===== config.mk =====
export PLATFORM = sky130hd
export DESIGN_NAME = vpic_ctrl
export DESIGN_NICKNAME = d
export VERILOG_FILES = /design/src/verilog/vpic_pkg.sv /design/src/verilog/vpic_ctrl.sv /design/src/verilog/vpic_pin_sync.sv /design/src/verilog/vpic_arbiter.sv
export SDC_FILE = /design/constraint.sdc
export NUM_CORES = 1
export LEC_CHECK = 0
export BUFFER_PORTS_ARGS = -buffer_cell sky130_fd_sc_hd__buf_2
export CAP_MARGIN = 25
export CORE_UTILIZATION = 38
export CTS_CLUSTER_SIZE = 14
export DETAILED_ROUTE_END_ITERATION = 10
export SLEW_MARGIN = 25
export SYNTH_ARGS = -nofsm -noshare
export SYNTH_HDL_FRONTEND = slang
export SYNTH_SLANG_ARGS = --single-unit

===== constraint.sdc =====
create_clock -name clock_i -period 153.5 [get_ports clock_i]
set_input_delay 30.7 -clock clock_i [delete_from_list [all_inputs] [get_ports clock_i]]
set_output_delay 30.7 -clock clock_i [all_outputs]
set_load 0.05 [all_outputs]

===== src/verilog/vpic_pkg.sv =====
// Constants, types and helper functions for the vectored priority interrupt controller
package vpic_pkg;

  localparam int unsigned VEC_W = 7;
  localparam int unsigned LVL_W = 4;
  localparam int unsigned PRI_W = 3;
  localparam int unsigned REG_W = 16;
  localparam int unsigned FIRST_USER_VEC = 8;
  localparam int unsigned LAST_VEC = 126;
  localparam int unsigned NUM_USER = LAST_VEC - FIRST_USER_VEC + 1;
  localparam int unsigned FLAG_REGS = 8;
  localparam int unsigned PRIO_REGS = 30;
  localparam int unsigned FLAG_BITS = FLAG_REGS * REG_W;
  localparam int unsigned PRIO_BITS = PRIO_REGS * REG_W;
  localparam int unsigned PRIO_STRIDE = 4;
  localparam int unsigned EXT_PINS = 3;

  // Source vector numbers
  localparam int unsigned VEC_EXT0 = 8;
  localparam int unsigned VEC_EXT1 = 28;
  localparam int unsigned VEC_EXT2 = 37;
  localparam int unsigned VEC_PAR_PORT = 53;
  localparam int unsigned VEC_DMA4 = 54;
  localparam int unsigned VEC_PWM1_PERIOD = 65;
  localparam int unsigned VEC_POS_CMP1 = 66;
  localparam int unsigned VEC_DMA5 = 69;
  localparam int unsigned VEC_RTC = 70;
  localparam int unsigned VEC_PWM1_FAULT = 71;
  localparam int unsigned VEC_UART1_ERR = 73;
  localparam int unsigned VEC_UART2_ERR = 74;
  localparam int unsigned VEC_CRC = 75;
  localparam int unsigned VEC_DMA6 = 76;
  localparam int unsigned VEC_DMA7 = 77;
  localparam int unsigned VEC_CAN_TX = 78;
  localparam int unsigned VEC_PWM2_PERIOD = 81;
  localparam int unsigned VEC_PWM2_FAULT = 82;
  localparam int unsigned VEC_POS_CMP2 = 83;
  localparam int unsigned VEC_DAC_RIGHT = 86;
  localparam int unsigned VEC_DAC_LEFT = 87;
  localparam int unsigned VEC_RSV_LO = 88;

  // Vector table placement
  localparam logic [23:0] TABLE_BASE = 24'h00_0004;
  localparam logic [23:0] ALT_TABLE_OFS = 24'h00_0100;

  // Register byte offsets
  localparam logic [7:0] OFS_CTRL_A = 8'h00;
  localparam logic [7:0] OFS_CTRL_B = 8'h04;
  localparam logic [7:0] OFS_CPU_STATUS = 8'h08;
  localparam logic [7:0] OFS_CORE_CTRL = 8'h0C;
  localparam logic [7:0] OFS_PEND_STATUS = 8'h10;
  localparam logic [7:0] OFS_FLAG0 = 8'h40;
  localparam logic [7:0] OFS_ENABLE0 = 8'h60;
  localparam logic [7:0] OFS_PRIO0 = 8'h80;

  // Field positions and masks
  localparam int unsigned CTRLA_NEST_BIT = 15;
  localparam int unsigned CTRLA_TRAP_LSB = 1;
  localparam int unsigned TRAP_FLAGS = 14;
  localparam logic [15:0] CTRLA_RW_MASK = 16'hFFFE;
  localparam int unsigned CTRLB_ALT_BIT = 15;
  localparam logic [15:0] CTRLB_RW_MASK = 16'h8007;
  localparam int unsigned CPU_PRI_LSB = 5;
  localparam int unsigned CORE_TOP_BIT = 3;
  localparam int unsigned PEND_LVL_LSB = 8;
  localparam int unsigned DEPTH_W = 4;

  // Bus and CPU carriers
  typedef struct packed {
    logic [7:0] address;
    logic read;
    logic write;
    logic [31:0] writedata;
    logic [3:0] byteenable;
  } vpic_avm_req_t;

  typedef struct packed {
    logic [31:0] readdata;
    logic waitrequest;
  } vpic_avm_rsp_t;

  typedef struct packed {
    logic irq;
    logic [VEC_W-1:0] vector_num;
    logic [LVL_W-1:0] level;
    logic [23:0] vector_addr;
  } vpic_cpu_req_t;

  // Vectors with no source behind them keep their flag, enable and priority at zero
  function automatic logic vec_has_source(input int unsigned v);
    return !(v == 23 || v == 29 || (v >= 45 && v <= 52) || (v >= 55 && v <= 64) ||
      v == 67 || v == 68 || v == 72 || v == 79 || v == 80 || v == 84 || v == 85 ||
      v >= VEC_RSV_LO);
  endfunction

  function automatic logic [FLAG_BITS-1:0] src_live_mask();
    logic [FLAG_BITS-1:0] m;
    m = '0;
    for (int j = 0; j < NUM_USER; j++) m[j] = vec_has_source(FIRST_USER_VEC + j);
    return m;
  endfunction

  function automatic logic [PRIO_BITS-1:0] prio_live_mask();
    logic [PRIO_BITS-1:0] m;
    m = '0;
    for (int j = 0; j < NUM_USER; j++)
      m[j*PRIO_STRIDE +: PRI_W] = {PRI_W{vec_has_source(FIRST_USER_VEC + j)}};
    return m;
  endfunction

  localparam logic [FLAG_BITS-1:0] SRC_LIVE = src_live_mask();
  localparam logic [PRIO_BITS-1:0] PRIO_LIVE = prio_live_mask();

endpackage


===== src/verilog/vpic_ctrl.sv =====
// Vectored priority interrupt controller top with Avalon-MM register slave
//
// Local design decisions: the address map and the Avalon-MM interface to the registers.
module vpic_ctrl (
  input wire logic clock_i,                          // 250 MHz system clock
  input wire logic reset_i,                          // Synchronous reset, active high
  input wire vpic_pkg::vpic_avm_req_t avm_i,         // Avalon-MM request
  output vpic_pkg::vpic_avm_rsp_t avm_o,             // Avalon-MM answer
  input wire logic [vpic_pkg::NUM_USER-1:0] src_req_i, // Peripheral request pulses
  input wire logic [vpic_pkg::EXT_PINS-1:0] ext_pin_i, // External request pins
  input wire logic [vpic_pkg::TRAP_FLAGS-1:0] trap_event_i, // Trap cause pulses
  input wire logic trap_entry_i,                     // Core enters a trap handler
  input wire logic cpu_ack_i,                        // Core takes presented interrupt
  input wire logic cpu_ret_i,                        // Core returns from handler
  input wire logic [vpic_pkg::LVL_W-1:0] cpu_ret_level_i, // Level restored on return
  output vpic_pkg::vpic_cpu_req_t cpu_o              // Request to the core
);
  import vpic_pkg::*;

  // Register state
  logic [REG_W-1:0] ctrl_a_q;
  logic [REG_W-1:0] ctrl_b_q;
  logic [PRI_W-1:0] cpu_pri_q;
  logic cpu_top_q;
  logic [FLAG_BITS-1:0] flag_q;
  logic [FLAG_BITS-1:0] enable_q;
  logic [PRIO_BITS-1:0] prio_q;
  logic [DEPTH_W-1:0] depth_q;
  logic irq_q;
  logic [VEC_W-1:0] vec_q;
  logic [LVL_W-1:0] lvl_q;
  logic [23:0] addr_q;
  logic phase_q;
  logic [31:0] rdata_q;

  // Bus handshake: one wait state, then the request is taken
  wire bus_req = avm_i.read | avm_i.write;
  wire bus_acc = bus_req & phase_q;
  wire wr_acc = bus_acc & avm_i.write;
  wire [7:0] addr = avm_i.address;
  wire [15:0] wdata = avm_i.writedata[15:0];
  wire [15:0] be_mask = {{8{avm_i.byteenable[1]}}, {8{avm_i.byteenable[0]}}};

  // Register window decode
  wire [7:0] flag_rel = addr - OFS_FLAG0;
  wire [7:0] en_rel = addr - OFS_ENABLE0;
  wire [7:0] prio_rel = addr - OFS_PRIO0;
  wire in_flag = addr >= OFS_FLAG0 && flag_rel < 8'(FLAG_REGS * 4) && addr[1:0] == 2'b00;
  wire in_en = addr >= OFS_ENABLE0 && en_rel < 8'(FLAG_REGS * 4) && addr[1:0] == 2'b00;
  wire in_prio = addr >= OFS_PRIO0 && prio_rel < 8'(PRIO_REGS * 4) && addr[1:0] == 2'b00;
  wire [2:0] flag_idx = flag_rel[4:2];
  wire [2:0] en_idx = en_rel[4:2];
  wire [4:0] prio_idx = prio_rel[6:2];

  // Derived control
  wire nest_off = ctrl_a_q[CTRLA_NEST_BIT];
  wire alt_sel = ctrl_b_q[CTRLB_ALT_BIT];
  wire [LVL_W-1:0] cpu_level = {cpu_top_q, cpu_pri_q};

  // External pins become flag set pulses
  // Polarity comes from the low bits of control B; the edge lags the pin by about 4 cycles
  logic [EXT_PINS-1:0] ext_evt;

  vpic_pin_sync #(
    .W(EXT_PINS)
  ) u_pin_sync (
    .clock_i(clock_i),
    .reset_i(reset_i),
    .pin_i(ext_pin_i),
    .fall_sel_i(ctrl_b_q[EXT_PINS-1:0]),
    .edge_o(ext_evt)
  );

  // Hardware set sources, indexed by vector minus the first user vector
  logic [FLAG_BITS-1:0] set_vec;
  always_comb
  begin
    set_vec = '0;
    set_vec[NUM_USER-1:0] = src_req_i;
    set_vec[VEC_EXT0 - FIRST_USER_VEC] = src_req_i[VEC_EXT0 - FIRST_USER_VEC] | ext_evt[0];
    set_vec[VEC_EXT1 - FIRST_USER_VEC] = src_req_i[VEC_EXT1 - FIRST_USER_VEC] | ext_evt[1];
    set_vec[VEC_EXT2 - FIRST_USER_VEC] = src_req_i[VEC_EXT2 - FIRST_USER_VEC] | ext_evt[2];
  end

  // Per-word write masks for flag, enable and priority banks
  logic [FLAG_BITS-1:0] flag_wmask;
  logic [FLAG_BITS-1:0] en_wmask;
  logic [PRIO_BITS-1:0] prio_wmask;
  logic [FLAG_BITS-1:0] flag_wdata;
  logic [PRIO_BITS-1:0] prio_wdata;

  for (genvar i = 0; i < FLAG_REGS; i++)
  begin : g_flag_word
    assign flag_wmask[i*REG_W +: REG_W] = (wr_acc && in_flag && flag_idx == 3'(i)) ? be_mask : '0;
    assign en_wmask[i*REG_W +: REG_W] = (wr_acc && in_en && en_idx == 3'(i)) ? be_mask : '0;
    assign flag_wdata[i*REG_W +: REG_W] = wdata;
  end

  for (genvar k = 0; k < PRIO_REGS; k++)
  begin : g_prio_word
    assign prio_wmask[k*REG_W +: REG_W] = (wr_acc && in_prio && prio_idx == 5'(k)) ? be_mask : '0;
    assign prio_wdata[k*REG_W +: REG_W] = wdata;
  end

  // Set wins over a software clear in the same cycle; dead vectors stay zero
  wire [FLAG_BITS-1:0] flag_d =
    (((flag_q & ~flag_wmask) | (flag_wdata & flag_wmask)) | set_vec) & SRC_LIVE;
  wire [FLAG_BITS-1:0] enable_d =
    ((enable_q & ~en_wmask) | (flag_wdata & en_wmask)) & SRC_LIVE;
  wire [PRIO_BITS-1:0] prio_d =
    ((prio_q & ~prio_wmask) | (prio_wdata & prio_wmask)) & PRIO_LIVE;

  // Flag, enable and priority banks
  always_ff @(posedge clock_i)
  begin
    if (reset_i)
    begin
      flag_q <= '0;
      enable_q <= '0;
      prio_q <= '0;
    end
    else
    begin
      flag_q <= flag_d;
      enable_q <= enable_d;
      prio_q <= prio_d;
    end
  end

  // Global control registers; trap status flags are also set by the core
  wire wr_ctrl_a = wr_acc && addr == OFS_CTRL_A;
  wire wr_ctrl_b = wr_acc && addr == OFS_CTRL_B;
  wire [15:0] ctrl_a_wm = wr_ctrl_a ? (be_mask & CTRLA_RW_MASK) : '0;
  wire [15:0] ctrl_b_wm = wr_ctrl_b ? (be_mask & CTRLB_RW_MASK) : '0;
  wire [15:0] trap_set = 16'(trap_event_i) << CTRLA_TRAP_LSB;
  wire [15:0] ctrl_a_d = ((ctrl_a_q & ~ctrl_a_wm) | (wdata & ctrl_a_wm)) | trap_set;
  wire [15:0] ctrl_b_d = (ctrl_b_q & ~ctrl_b_wm) | (wdata & ctrl_b_wm);

  always_ff @(posedge clock_i)
  begin
    if (reset_i)
    begin
      ctrl_a_q <= '0;
      ctrl_b_q <= '0;
    end
    else
    begin
      ctrl_a_q <= ctrl_a_d;
      ctrl_b_q <= ctrl_b_d;
    end
  end

  // CPU level bits: core entry and return take precedence over software
  wire wr_cpu_status = wr_acc && addr == OFS_CPU_STATUS && avm_i.byteenable[0];
  wire wr_core_ctrl = wr_acc && addr == OFS_CORE_CTRL && avm_i.byteenable[0];
  wire take = cpu_ack_i & irq_q;
  logic [PRI_W-1:0] cpu_pri_d;
  always_comb
  begin
    cpu_pri_d = cpu_pri_q;
    if (take)
      cpu_pri_d = lvl_q[PRI_W-1:0];
    else if (cpu_ret_i)
      cpu_pri_d = cpu_ret_level_i[PRI_W-1:0];
    else if (wr_cpu_status && !nest_off)
      cpu_pri_d = wdata[CPU_PRI_LSB +: PRI_W];
  end

  // Top level bit: software may only clear it; traps and returns to a top level set it
  wire top_set = trap_entry_i | (cpu_ret_i & cpu_ret_level_i[LVL_W-1]);
  wire top_clr = (wr_core_ctrl & ~wdata[CORE_TOP_BIT]) | (cpu_ret_i & ~cpu_ret_level_i[LVL_W-1]);
  wire cpu_top_d = top_set | (cpu_top_q & ~top_clr);

  always_ff @(posedge clock_i)
  begin
    if (reset_i)
    begin
      cpu_pri_q <= '0;
      cpu_top_q <= 1'b0;
    end
    else
    begin
      cpu_pri_q <= cpu_pri_d;
      cpu_top_q <= cpu_top_d;
    end
  end

  // Handler nesting depth, saturating at both ends
  // Saturation keeps a stray return from wrapping the count to full
  wire depth_full = &depth_q;
  wire depth_zero = depth_q == '0;
  always_ff @(posedge clock_i)
  begin
    if (reset_i)
      depth_q <= '0;
    else if (take && !cpu_ret_i && !depth_full)
      depth_q <= depth_q + 1'b1;
    else if (cpu_ret_i && !take && !depth_zero)
      depth_q <= depth_q - 1'b1;
  end

  // Arbitration over enabled pending sources with nonzero priority
  logic [NUM_USER-1:0] active;
  logic [NUM_USER*PRI_W-1:0] prio_pk;
  for (genvar j = 0; j < NUM_USER; j++)
  begin : g_src
    assign prio_pk[j*PRI_W +: PRI_W] = prio_q[j*PRIO_STRIDE +: PRI_W];
    assign active[j] = flag_q[j] & enable_q[j] & (|prio_pk[j*PRI_W +: PRI_W]);
  end

  logic win_found;
  logic [VEC_W-1:0] win_idx;
  logic [PRI_W-1:0] win_pri;

  vpic_arbiter #(
    .N(NUM_USER),
    .PW(PRI_W),
    .IW(VEC_W)
  ) u_arbiter (
    .active_i(active),
    .prio_i(prio_pk),
    .found_o(win_found),
    .index_o(win_idx),
    .prio_o(win_pri)
  );

  // A level of 7 or a set top bit leaves no 3-bit priority above it
  wire [LVL_W-1:0] win_level = {1'b0, win_pri};
  wire [VEC_W-1:0] win_vec = win_idx + VEC_W'(FIRST_USER_VEC);
  wire above = win_level > cpu_level;
  wire nest_block = nest_off && !depth_zero;
  wire hit = win_found && above && !nest_block && !take;
  wire [23:0] table_sel = alt_sel ? ALT_TABLE_OFS : 24'h00_0000;
  wire [23:0] win_addr = TABLE_BASE + table_sel + 24'({win_vec, 1'b0});

  // Presented request and latched vector status
  always_ff @(posedge clock_i)
  begin
    if (reset_i)
    begin
      irq_q <= 1'b0;
      vec_q <= '0;
      lvl_q <= '0;
      addr_q <= '0;
    end
    else
    begin
      irq_q <= hit;
      if (hit)
      begin
        vec_q <= win_vec;
        lvl_q <= win_level;
        addr_q <= win_addr;
      end
    end
  end

  // Read selection; unmapped addresses read as zero
  wire [15:0] cpu_status_rd = 16'(cpu_pri_q) << CPU_PRI_LSB;
  wire [15:0] core_ctrl_rd = 16'(cpu_top_q) << CORE_TOP_BIT;
  wire [15:0] pend_rd = (16'(lvl_q) << PEND_LVL_LSB) | 16'(vec_q);
  wire [15:0] rd_mux =
    (addr == OFS_CTRL_A) ? ctrl_a_q :
    (addr == OFS_CTRL_B) ? ctrl_b_q :
    (addr == OFS_CPU_STATUS) ? cpu_status_rd :
    (addr == OFS_CORE_CTRL) ? core_ctrl_rd :
    (addr == OFS_PEND_STATUS) ? pend_rd :
    in_flag ? flag_q[flag_idx*REG_W +: REG_W] :
    in_en ? enable_q[en_idx*REG_W +: REG_W] :
    in_prio ? prio_q[prio_idx*REG_W +: REG_W] :
    16'h0000;

  // Read data is captured in the wait cycle so it stands at the accepting edge
  always_ff @(posedge clock_i)
  begin
    if (reset_i)
    begin
      phase_q <= 1'b0;
      rdata_q <= '0;
    end
    else
    begin
      phase_q <= bus_req & ~phase_q;
      if (bus_req && !phase_q)
        rdata_q <= 32'(rd_mux);
    end
  end

  assign avm_o.waitrequest = bus_req & ~phase_q;
  assign avm_o.readdata = rdata_q;
  assign cpu_o.irq = irq_q;
  assign cpu_o.vector_num = vec_q;
  assign cpu_o.level = lvl_q;
  assign cpu_o.vector_addr = addr_q;
endmodule


===== src/verilog/vpic_pin_sync.sv =====
// Three-stage pin synchroniser with selectable edge detection
module vpic_pin_sync #(
  parameter int unsigned W = 3
) (
  input wire logic clock_i,            // System clock
  input wire logic reset_i,            // Synchronous reset, active high
  input wire logic [W-1:0] pin_i,      // Asynchronous request pins
  input wire logic [W-1:0] fall_sel_i, // 1 selects falling edge
  output logic [W-1:0] edge_o          // One-cycle edge pulse
);
  logic [W-1:0] ff1_q;
  logic [W-1:0] ff2_q;
  logic [W-1:0] ff3_q;
  logic [W-1:0] stable_q;
  logic [W-1:0] edge_q;
  wire [W-1:0] agree = ~(ff2_q ^ ff3_q);
  wire [W-1:0] rise = agree & ff3_q & ~stable_q;
  wire [W-1:0] fall = agree & ~ff3_q & stable_q;

  // A change only counts once stages two and three agree
  always_ff @(posedge clock_i)
  begin
    if (reset_i)
    begin
      ff1_q <= '0;
      ff2_q <= '0;
      ff3_q <= '0;
      stable_q <= '0;
      edge_q <= '0;
    end
    else
    begin
      ff1_q <= pin_i;
      ff2_q <= ff1_q;
      ff3_q <= ff2_q;
      stable_q <= (stable_q & ~agree) | (ff3_q & agree);
      edge_q <= (rise & ~fall_sel_i) | (fall & fall_sel_i);
    end
  end

  assign edge_o = edge_q;
endmodule


===== src/verilog/vpic_arbiter.sv =====
// Highest-priority search over enabled pending sources
module vpic_arbiter #(
  parameter int unsigned N = 119,
  parameter int unsigned PW = 3,
  parameter int unsigned IW = 7
) (
  input wire logic [N-1:0] active_i,   // Pending, enabled, nonzero priority
  input wire logic [N*PW-1:0] prio_i,  // Packed priorities, source 0 lowest
  output logic found_o,                // Some source is active
  output logic [IW-1:0] index_o,       // Winning source index
  output logic [PW-1:0] prio_o         // Winning priority
);
  // Scanning downward with >= lets the lower index win a tie
  always_comb
  begin
    found_o = 1'b0;
    index_o = '0;
    prio_o = '0;
    for (int i = N - 1; i >= 0; i--)
    begin
      if (active_i[i] && prio_i[i*PW +: PW] >= prio_o)
      begin
        found_o = 1'b1;
        index_o = IW'(i);
        prio_o = prio_i[i*PW +: PW];
      end
    end
  end
endmodule


==> flow_summary.yaml, run 1 <==
run_status:
  outcome: "finished clean"
floorplan:
  rows: 92
  initial_core_util_pct: 38.5
  die_h_um: 255
  dieArea_sq_um: 65100
  io-pin-count: 260
  design.core.area_sq_um: 63200
  die_w_um: 255
worst_setup_path:
  cp_max_fo: 22
  crit_path_end: "addr_q[9]"
  max_stage_delay_ns: 0.61
  cp_common_cell: "ha_1"
  timing.rr.end: "addr_q[9]"
  worstSetupPathType: "flop to flop"
  arrival_ns: 82.91
  ff2ff_path_depth: 374
  endpoint_kind: "flop"
  r2r_slack_ns: 71.08
  slowest_stage: "a31oi_1"
  critPathLaunchType: "flop"
  required_ns: 153.98
detailed_routing:
  dr.first_iter.drc_count: 2896
  avgViaCountPerCell: 6.08
  routed-wl-met3_um: 9700
  ant_nets: 0
  drc_errors: 0
  top_layer: "met5"
  met2_length_um: 42200
  wl_met1_um: 41700
  num_vias: 25200
  drtPass1Iterations: 8
  wirelength_um: 98600
  wl_per_cell_um: 23.8
synthesis:
  synth-main-ff-cell: "dfxtp_1"
  ys_seq_area_share_pct: 28.2
  synth.avg_cell_area_sq_um: 7.56
  synthArstFlopShare_pct: 0
  synthDistinctLibCells: 118
  synth_edf_count: 0
  syn_inst: 3223
  yosysWarnings: 0
  ys_ff_latch: 343
  syn_area_sq_um: 24400
placement:
  portBuffers: 143
  hpwlAfterDp_um: 73700
  placed_cell_area_sq_um: 25600
  gp_congestion: 0.979
pwr:
  p_total_w: 0.000216
  power.density_nw_per_um2: 8.00
  p_leak_nw: 10.5
  peakVddDrop_v: 0.00000832
cts:
  ctsLongestPathBuffers: 3
  clockRootBuffer: "clkbuf_16"
  cts_sinks: 343
  tritoncts: "built"
  cts_setup_buffers: 0
  ctsHoldBuffers: 0
  path_clk_slew_ns: 0.06
  cts_resized: 0
  insertion_delay_ns: 0.59
  htree_levels: 2
  tritoncts.num_buffers: 41
timing:
  slew_violations: 0
  setup_tns_ns: 0
  period_share_pct: 53.7
  worst_pin_slew_ns: 1.07
  slew_headroom_pct: 28.8
  fmax_mhz: 12.1
  skew_ns: 0.0241
  rsz0062_at_grt: "no"
  period_needed_ns: 82.42
  hold_viol: 0
  setup_viol: 0
global_routing:
  grt_max_degree: 95
  overflow: 0
  grtUsageTotal_pct: 29.7
  grt_pass1_wl_um: 145000
  antenna_found_initial: 4
  grt_pass1_vias: 22500
layout:
  final_area_sq_um: 27000
  final_nets: 3536
  drive_gt1_share_pct: 10.9
  syn_to_final_growth_pct: 10.7
run:
  drv_cap: 0
min_path:
  hold_class: "flop to flop"
-- per-layer routing --
metal  vias up  GRT usage (%)
li1      11700              -
met1     11900           40.6
met2      1358           45.4
met3       262           5.36
met4         4           13.0
met5         -              0
-- power breakdown --
group	total (W)	switching, W	internal [W]
clock network	0.000103	0.0000423	0.0000608
registers	0.0000936	0.00000283	0.0000908
logic	0.0000190	0.0000144	0.00000455
-- cells by family after synthesis --
group / synth area share (%)
XOR/XNOR: 0.380
other: 0.0154
AND/OR/NAND/NOR: 24.1
multiplexers: 12.2
adder cells (fa/ha/maj): 4.63
buffers and inverters: 6.18
AO/OA/AOI/OAI: 24.3
flip-flops: 28.2
-- worst min-delay path by stage --
stage	start	endpoint	slack [ns]	depth (start not counted)
after floorplan	u_pin_sync.ff1_q[0]	u_pin_sync.ff2_q[0]	0.41	1
after global placement	u_pin_sync.ff1_q[0]	u_pin_sync.ff2_q[0]	0.42	1
after detailed placement	u_pin_sync.ff1_q[1]	u_pin_sync.ff2_q[1]	0.43	1
after CTS	u_pin_sync.ff1_q[2]	u_pin_sync.ff2_q[2]	0.45	1
after global routing	u_pin_sync.ff1_q[2]	u_pin_sync.ff2_q[2]	0.46	1
final	u_pin_sync.ff1_q[1]	u_pin_sync.ff2_q[1]	0.45	1
-- final cells by class --
class / count / area, sq um
sequential: 343 / 6870
clock inverter: 14 / 235
tap: 846 / 1060
multi-input combinational: 2547 / 16100
antenna: 2 / 5.00
timing repair buffer: 162 / 871
clock buffer: 58 / 1150
fill: 6538 / 36200
inverter: 174 / 653
-- cells in the mapped netlist, types with 22 or more instances --
| library cell | instances | share of area, % |
|---|---|---|
| nor2_1 | 403 | 6.2 |
| nand2_1 | 401 | 6.2 |
| dfxtp_1 | 343 | 28 |
| a21oi_1 | 246 | 5.1 |
| mux2i_1 | 203 | 8.3 |
| inv_1 | 173 | 2.7 |
| nand3_1 | 150 | 3.1 |
| clkbuf_1 | 139 | 2.1 |
| o21ai_0 | 135 | 2.8 |
| a31oi_1 | 81 | 2.1 |
| ha_1 | 75 | 3.9 |
| nand2b_1 | 64 | 1.6 |
| nor3_1 | 58 | 1.2 |
| a211oi_1 | 40 | 1.2 |
| and2_1 | 39 | 1.0 |
| nor2b_1 | 37 | 0.95 |
| buf_4 | 35 | 1.1 |
| and3_1 | 30 | 0.77 |
| mux2_2 | 30 | 1.4 |
| o22ai_1 | 30 | 0.77 |
| mux4_2 | 25 | 2.3 |
| o21a_1 | 25 | 0.77 |
| a22oi_1 | 24 | 0.74 |
| o211ai_1 | 24 | 0.74 |
| or3_1 | 22 | 0.57 |
-- per-stage QoR --
step,util [%],std cells,hold WS (ns),setup WS (ns)
2_1_floorplan,-,3254,0.414,82.32
3_3_place_gp,40.4,4072,0.420,72.48
3_5_place_dp,40.4,4072,0.433,72.11
4_1_cts,42.6,4144,0.452,71.82
5_1_grt,42.6,4144,0.458,64.97
6_report,42.7,4146,0.448,71.08
-- cells in the final DEF (no fill, tap or decap), drive strengths merged, types with 15 or more instances in the layout --
cell	instances
nor2	404
nand2	402
dfxtp	343
a21oi	251
mux2i	203
inv	174
buf	162
nand3	151
o21ai	146
a31oi	84
ha	75
nand2b	64
nor3	59
clkbuf	58
a211oi	44
and2	39
nor2b	37
conb	32
mux2	32
and3	30
o22ai	30
o21a	25
mux4	25
o211ai	25
or2	25
a22oi	24
or3	23
a221oi	21
o31ai	19
nand4	17
maj3	17
o21bai	15
o211a	15
-- critical path: cells and delay by family, from the launching register on --
family / cells / cell delay [ns]
flops: 1 / 0.52
simple gates: 137 / 20.32
mux: 27 / 9.61
fa+ha+maj: 65 / 18.25
buf+inv: 10 / 0.97
compound gates: 135 / 32.55
(Power assumes the default switching activity.)
==> inputs of run 2 (changes only) <==
clock period = 70.4 ns   (was 153.5 ns; I/O delays follow)
==> flow_summary.yaml, run 2 (synthesized netlist as in run 1, its figures left out) <==
run_status:
  outcome: "finished clean"
layout:
  final_nets: 3926
  final_cells: 4538
  seqCellArea_sq_um: 6870
  drive_gt1_share_pct: 28.1
  multiInputGateArea_sq_um: 18100
  layout_common_cells: "buf_4, nand2_1, nor2_1"
  nFillCells: 6110
  final_common_cell: "buf_4"
  final_area_sq_um: 31900
  syn_to_final_growth_pct: 31.0
worst_setup_path:
  r2r_slack_ns: 0.98
  endpoint_kind: "flop"
  cp_common_cell: "nand2b_4"
  max_stage_delay_ns: 0.41
  required_ns: 70.90
  timing.rr.end: "vec_q[0]"
  critPathLaunchType: "flop"
  arrival_ns: 69.92
  worstSetupPathType: "flop to flop"
  ff2ff_path_depth: 382
  slowest_stage: "or3_4"
  cp_max_fo: 6
detailed_routing:
  wl_per_cell_um: 22.6
  dr.first_iter.drc_count: 3189
  drc_errors: 0
  avgViaCountPerCell: 5.95
  wirelength_um: 103000
  wl_met1_um: 41900
  drtPass1Iterations: 9
  top_layer: "met4"
  num_vias: 27000
  met2_length_um: 44800
  routed-wl-met3_um: 10300
  ant_nets: 0
floorplan:
  die_w_um: 255
  die_h_um: 255
  io-pin-count: 260
  initial_core_util_pct: 38.5
  design.core.area_sq_um: 63200
  dieArea_sq_um: 65100
  rows: 92
placement:
  placed_cell_area_sq_um: 27800
  hpwlAfterDp_um: 74300
  dp_cells: 4366
  portBuffers: 143
  gp_congestion: 1.01
global_routing:
  grt_max_degree: 146
  grtUsageTotal_pct: 29.8
  grt_pass1_wl_um: 147000
  overflow: 0
  antenna_found_initial: 2
  grt_pass1_vias: 23700
timing:
  fmax_mhz: 14.4
  period_share_pct: 98.6
  skew_ns: 0.0269
  period_needed_ns: 69.42
  slew_headroom_pct: 27.8
  worst_pin_slew_ns: 1.08
  rsz0062_at_grt: "yes"
  setup_viol: 0
  hold_viol: 0
  slew_violations: 0
cts:
  ctsLongestPathBuffers: 3
  tritoncts: "built"
  htree_levels: 2
  clockRootBuffer: "clkbuf_16"
  path_clk_slew_ns: 0.07
  tritoncts.num_buffers: 40
  cts_sinks: 343
  ctsHoldBuffers: 0
  insertion_delay_ns: 0.58
min_path:
  holdPathStages: 1
  worstHoldStart: "u_pin_sync.ff1_q[2]"
  hold_class: "flop to flop"
  holdPathEnd: "u_pin_sync.ff2_q[2]"
pwr:
  p_leak_nw: 13.2
  power.density_nw_per_um2: 14.5
  peakVddDrop_v: 0.0000217
run:
  drv_cap: 0
[run 2: worst max-delay path: cells and delay by family, from the launching register on]
kind / cells / cell delay [ns]
simple gates: 132 / 17.60
compound gates: 136 / 23.02
mux: 28 / 8.85
fa+ha+maj: 66 / 17.21
buf+inv: 20 / 2.15
flops: 1 / 0.37
[run 2: worst max path at each step]
stage	depth (start not counted)	startpoint	slack, ns	endpoint
4_1_cts	383	flag_q[79]	-1.89	vec_q[5]
3_5_place_dp	379	flag_q[79]	-3.29	addr_q[9]
3_3_place_gp	382	flag_q[79]	-3.21	addr_q[9]
2_1_floorplan	376	flag_q[79]	0.006	lvl_q[0]
6_report	382	flop	0.98	vec_q[0]
5_1_grt	385	flag_q[79]	-1.92	vec_q[0]
[run 2: metrics by stage]
| stage | worst slack (ns) | utilization (%) | hold slack, ns | total power, W | TNS [ns] |
|---|---|---|---|---|---|
| finish | 0.985 | 50.5 | 0.440 | 0.000462 | 0 |
| global route | -1.92 | 50.5 | 0.459 | 0.000472 | -35.66 |
| CTS | -1.89 | 46.7 | 0.443 | 0.000461 | -33.64 |
| detailed placement | -3.29 | 44.0 | 0.429 | 0.000248 | -61.10 |
| global placement | -3.21 | 44.0 | 0.420 | 0.000248 | -59.68 |
| floorplan | 0.00603 | - | 0.414 | 0.000232 | 0 |
[run 2: final cells by class]
cell class              instances  share of cell area [%]
diodes                          2                  0.0157
clock buffers                  56                    3.61
clock inverters                17                   0.553
inverters                     174                    2.05
multi-input cells            2547                    56.7
flip-flops and latches        343                    21.5
well taps                     846                    3.32
repair buffers                553                    12.2
[run 2: timing repair]
action	4_1_cts	5_1_grt
setup endpoints to repair	19	19
setup buffers	18	77
resized for setup	54	345
pin swaps	25	213
cloned	0	2
[run 2: where the power goes]
part / leakage, nW / internal (W) / switching, W
registers: 2.79 / 0.000198 / 0.00000600
logic: 9.70 / 0.0000106 / 0.0000320
clock network: 0.656 / 0.000126 / 0.0000897
[run 2: routing by layer]
layer	track usage, %	vias up
met4	14.8	0
met2	45.0	1472
met3	5.00	285
li1	-	12500
met1	40.6	12800
met5	0	-
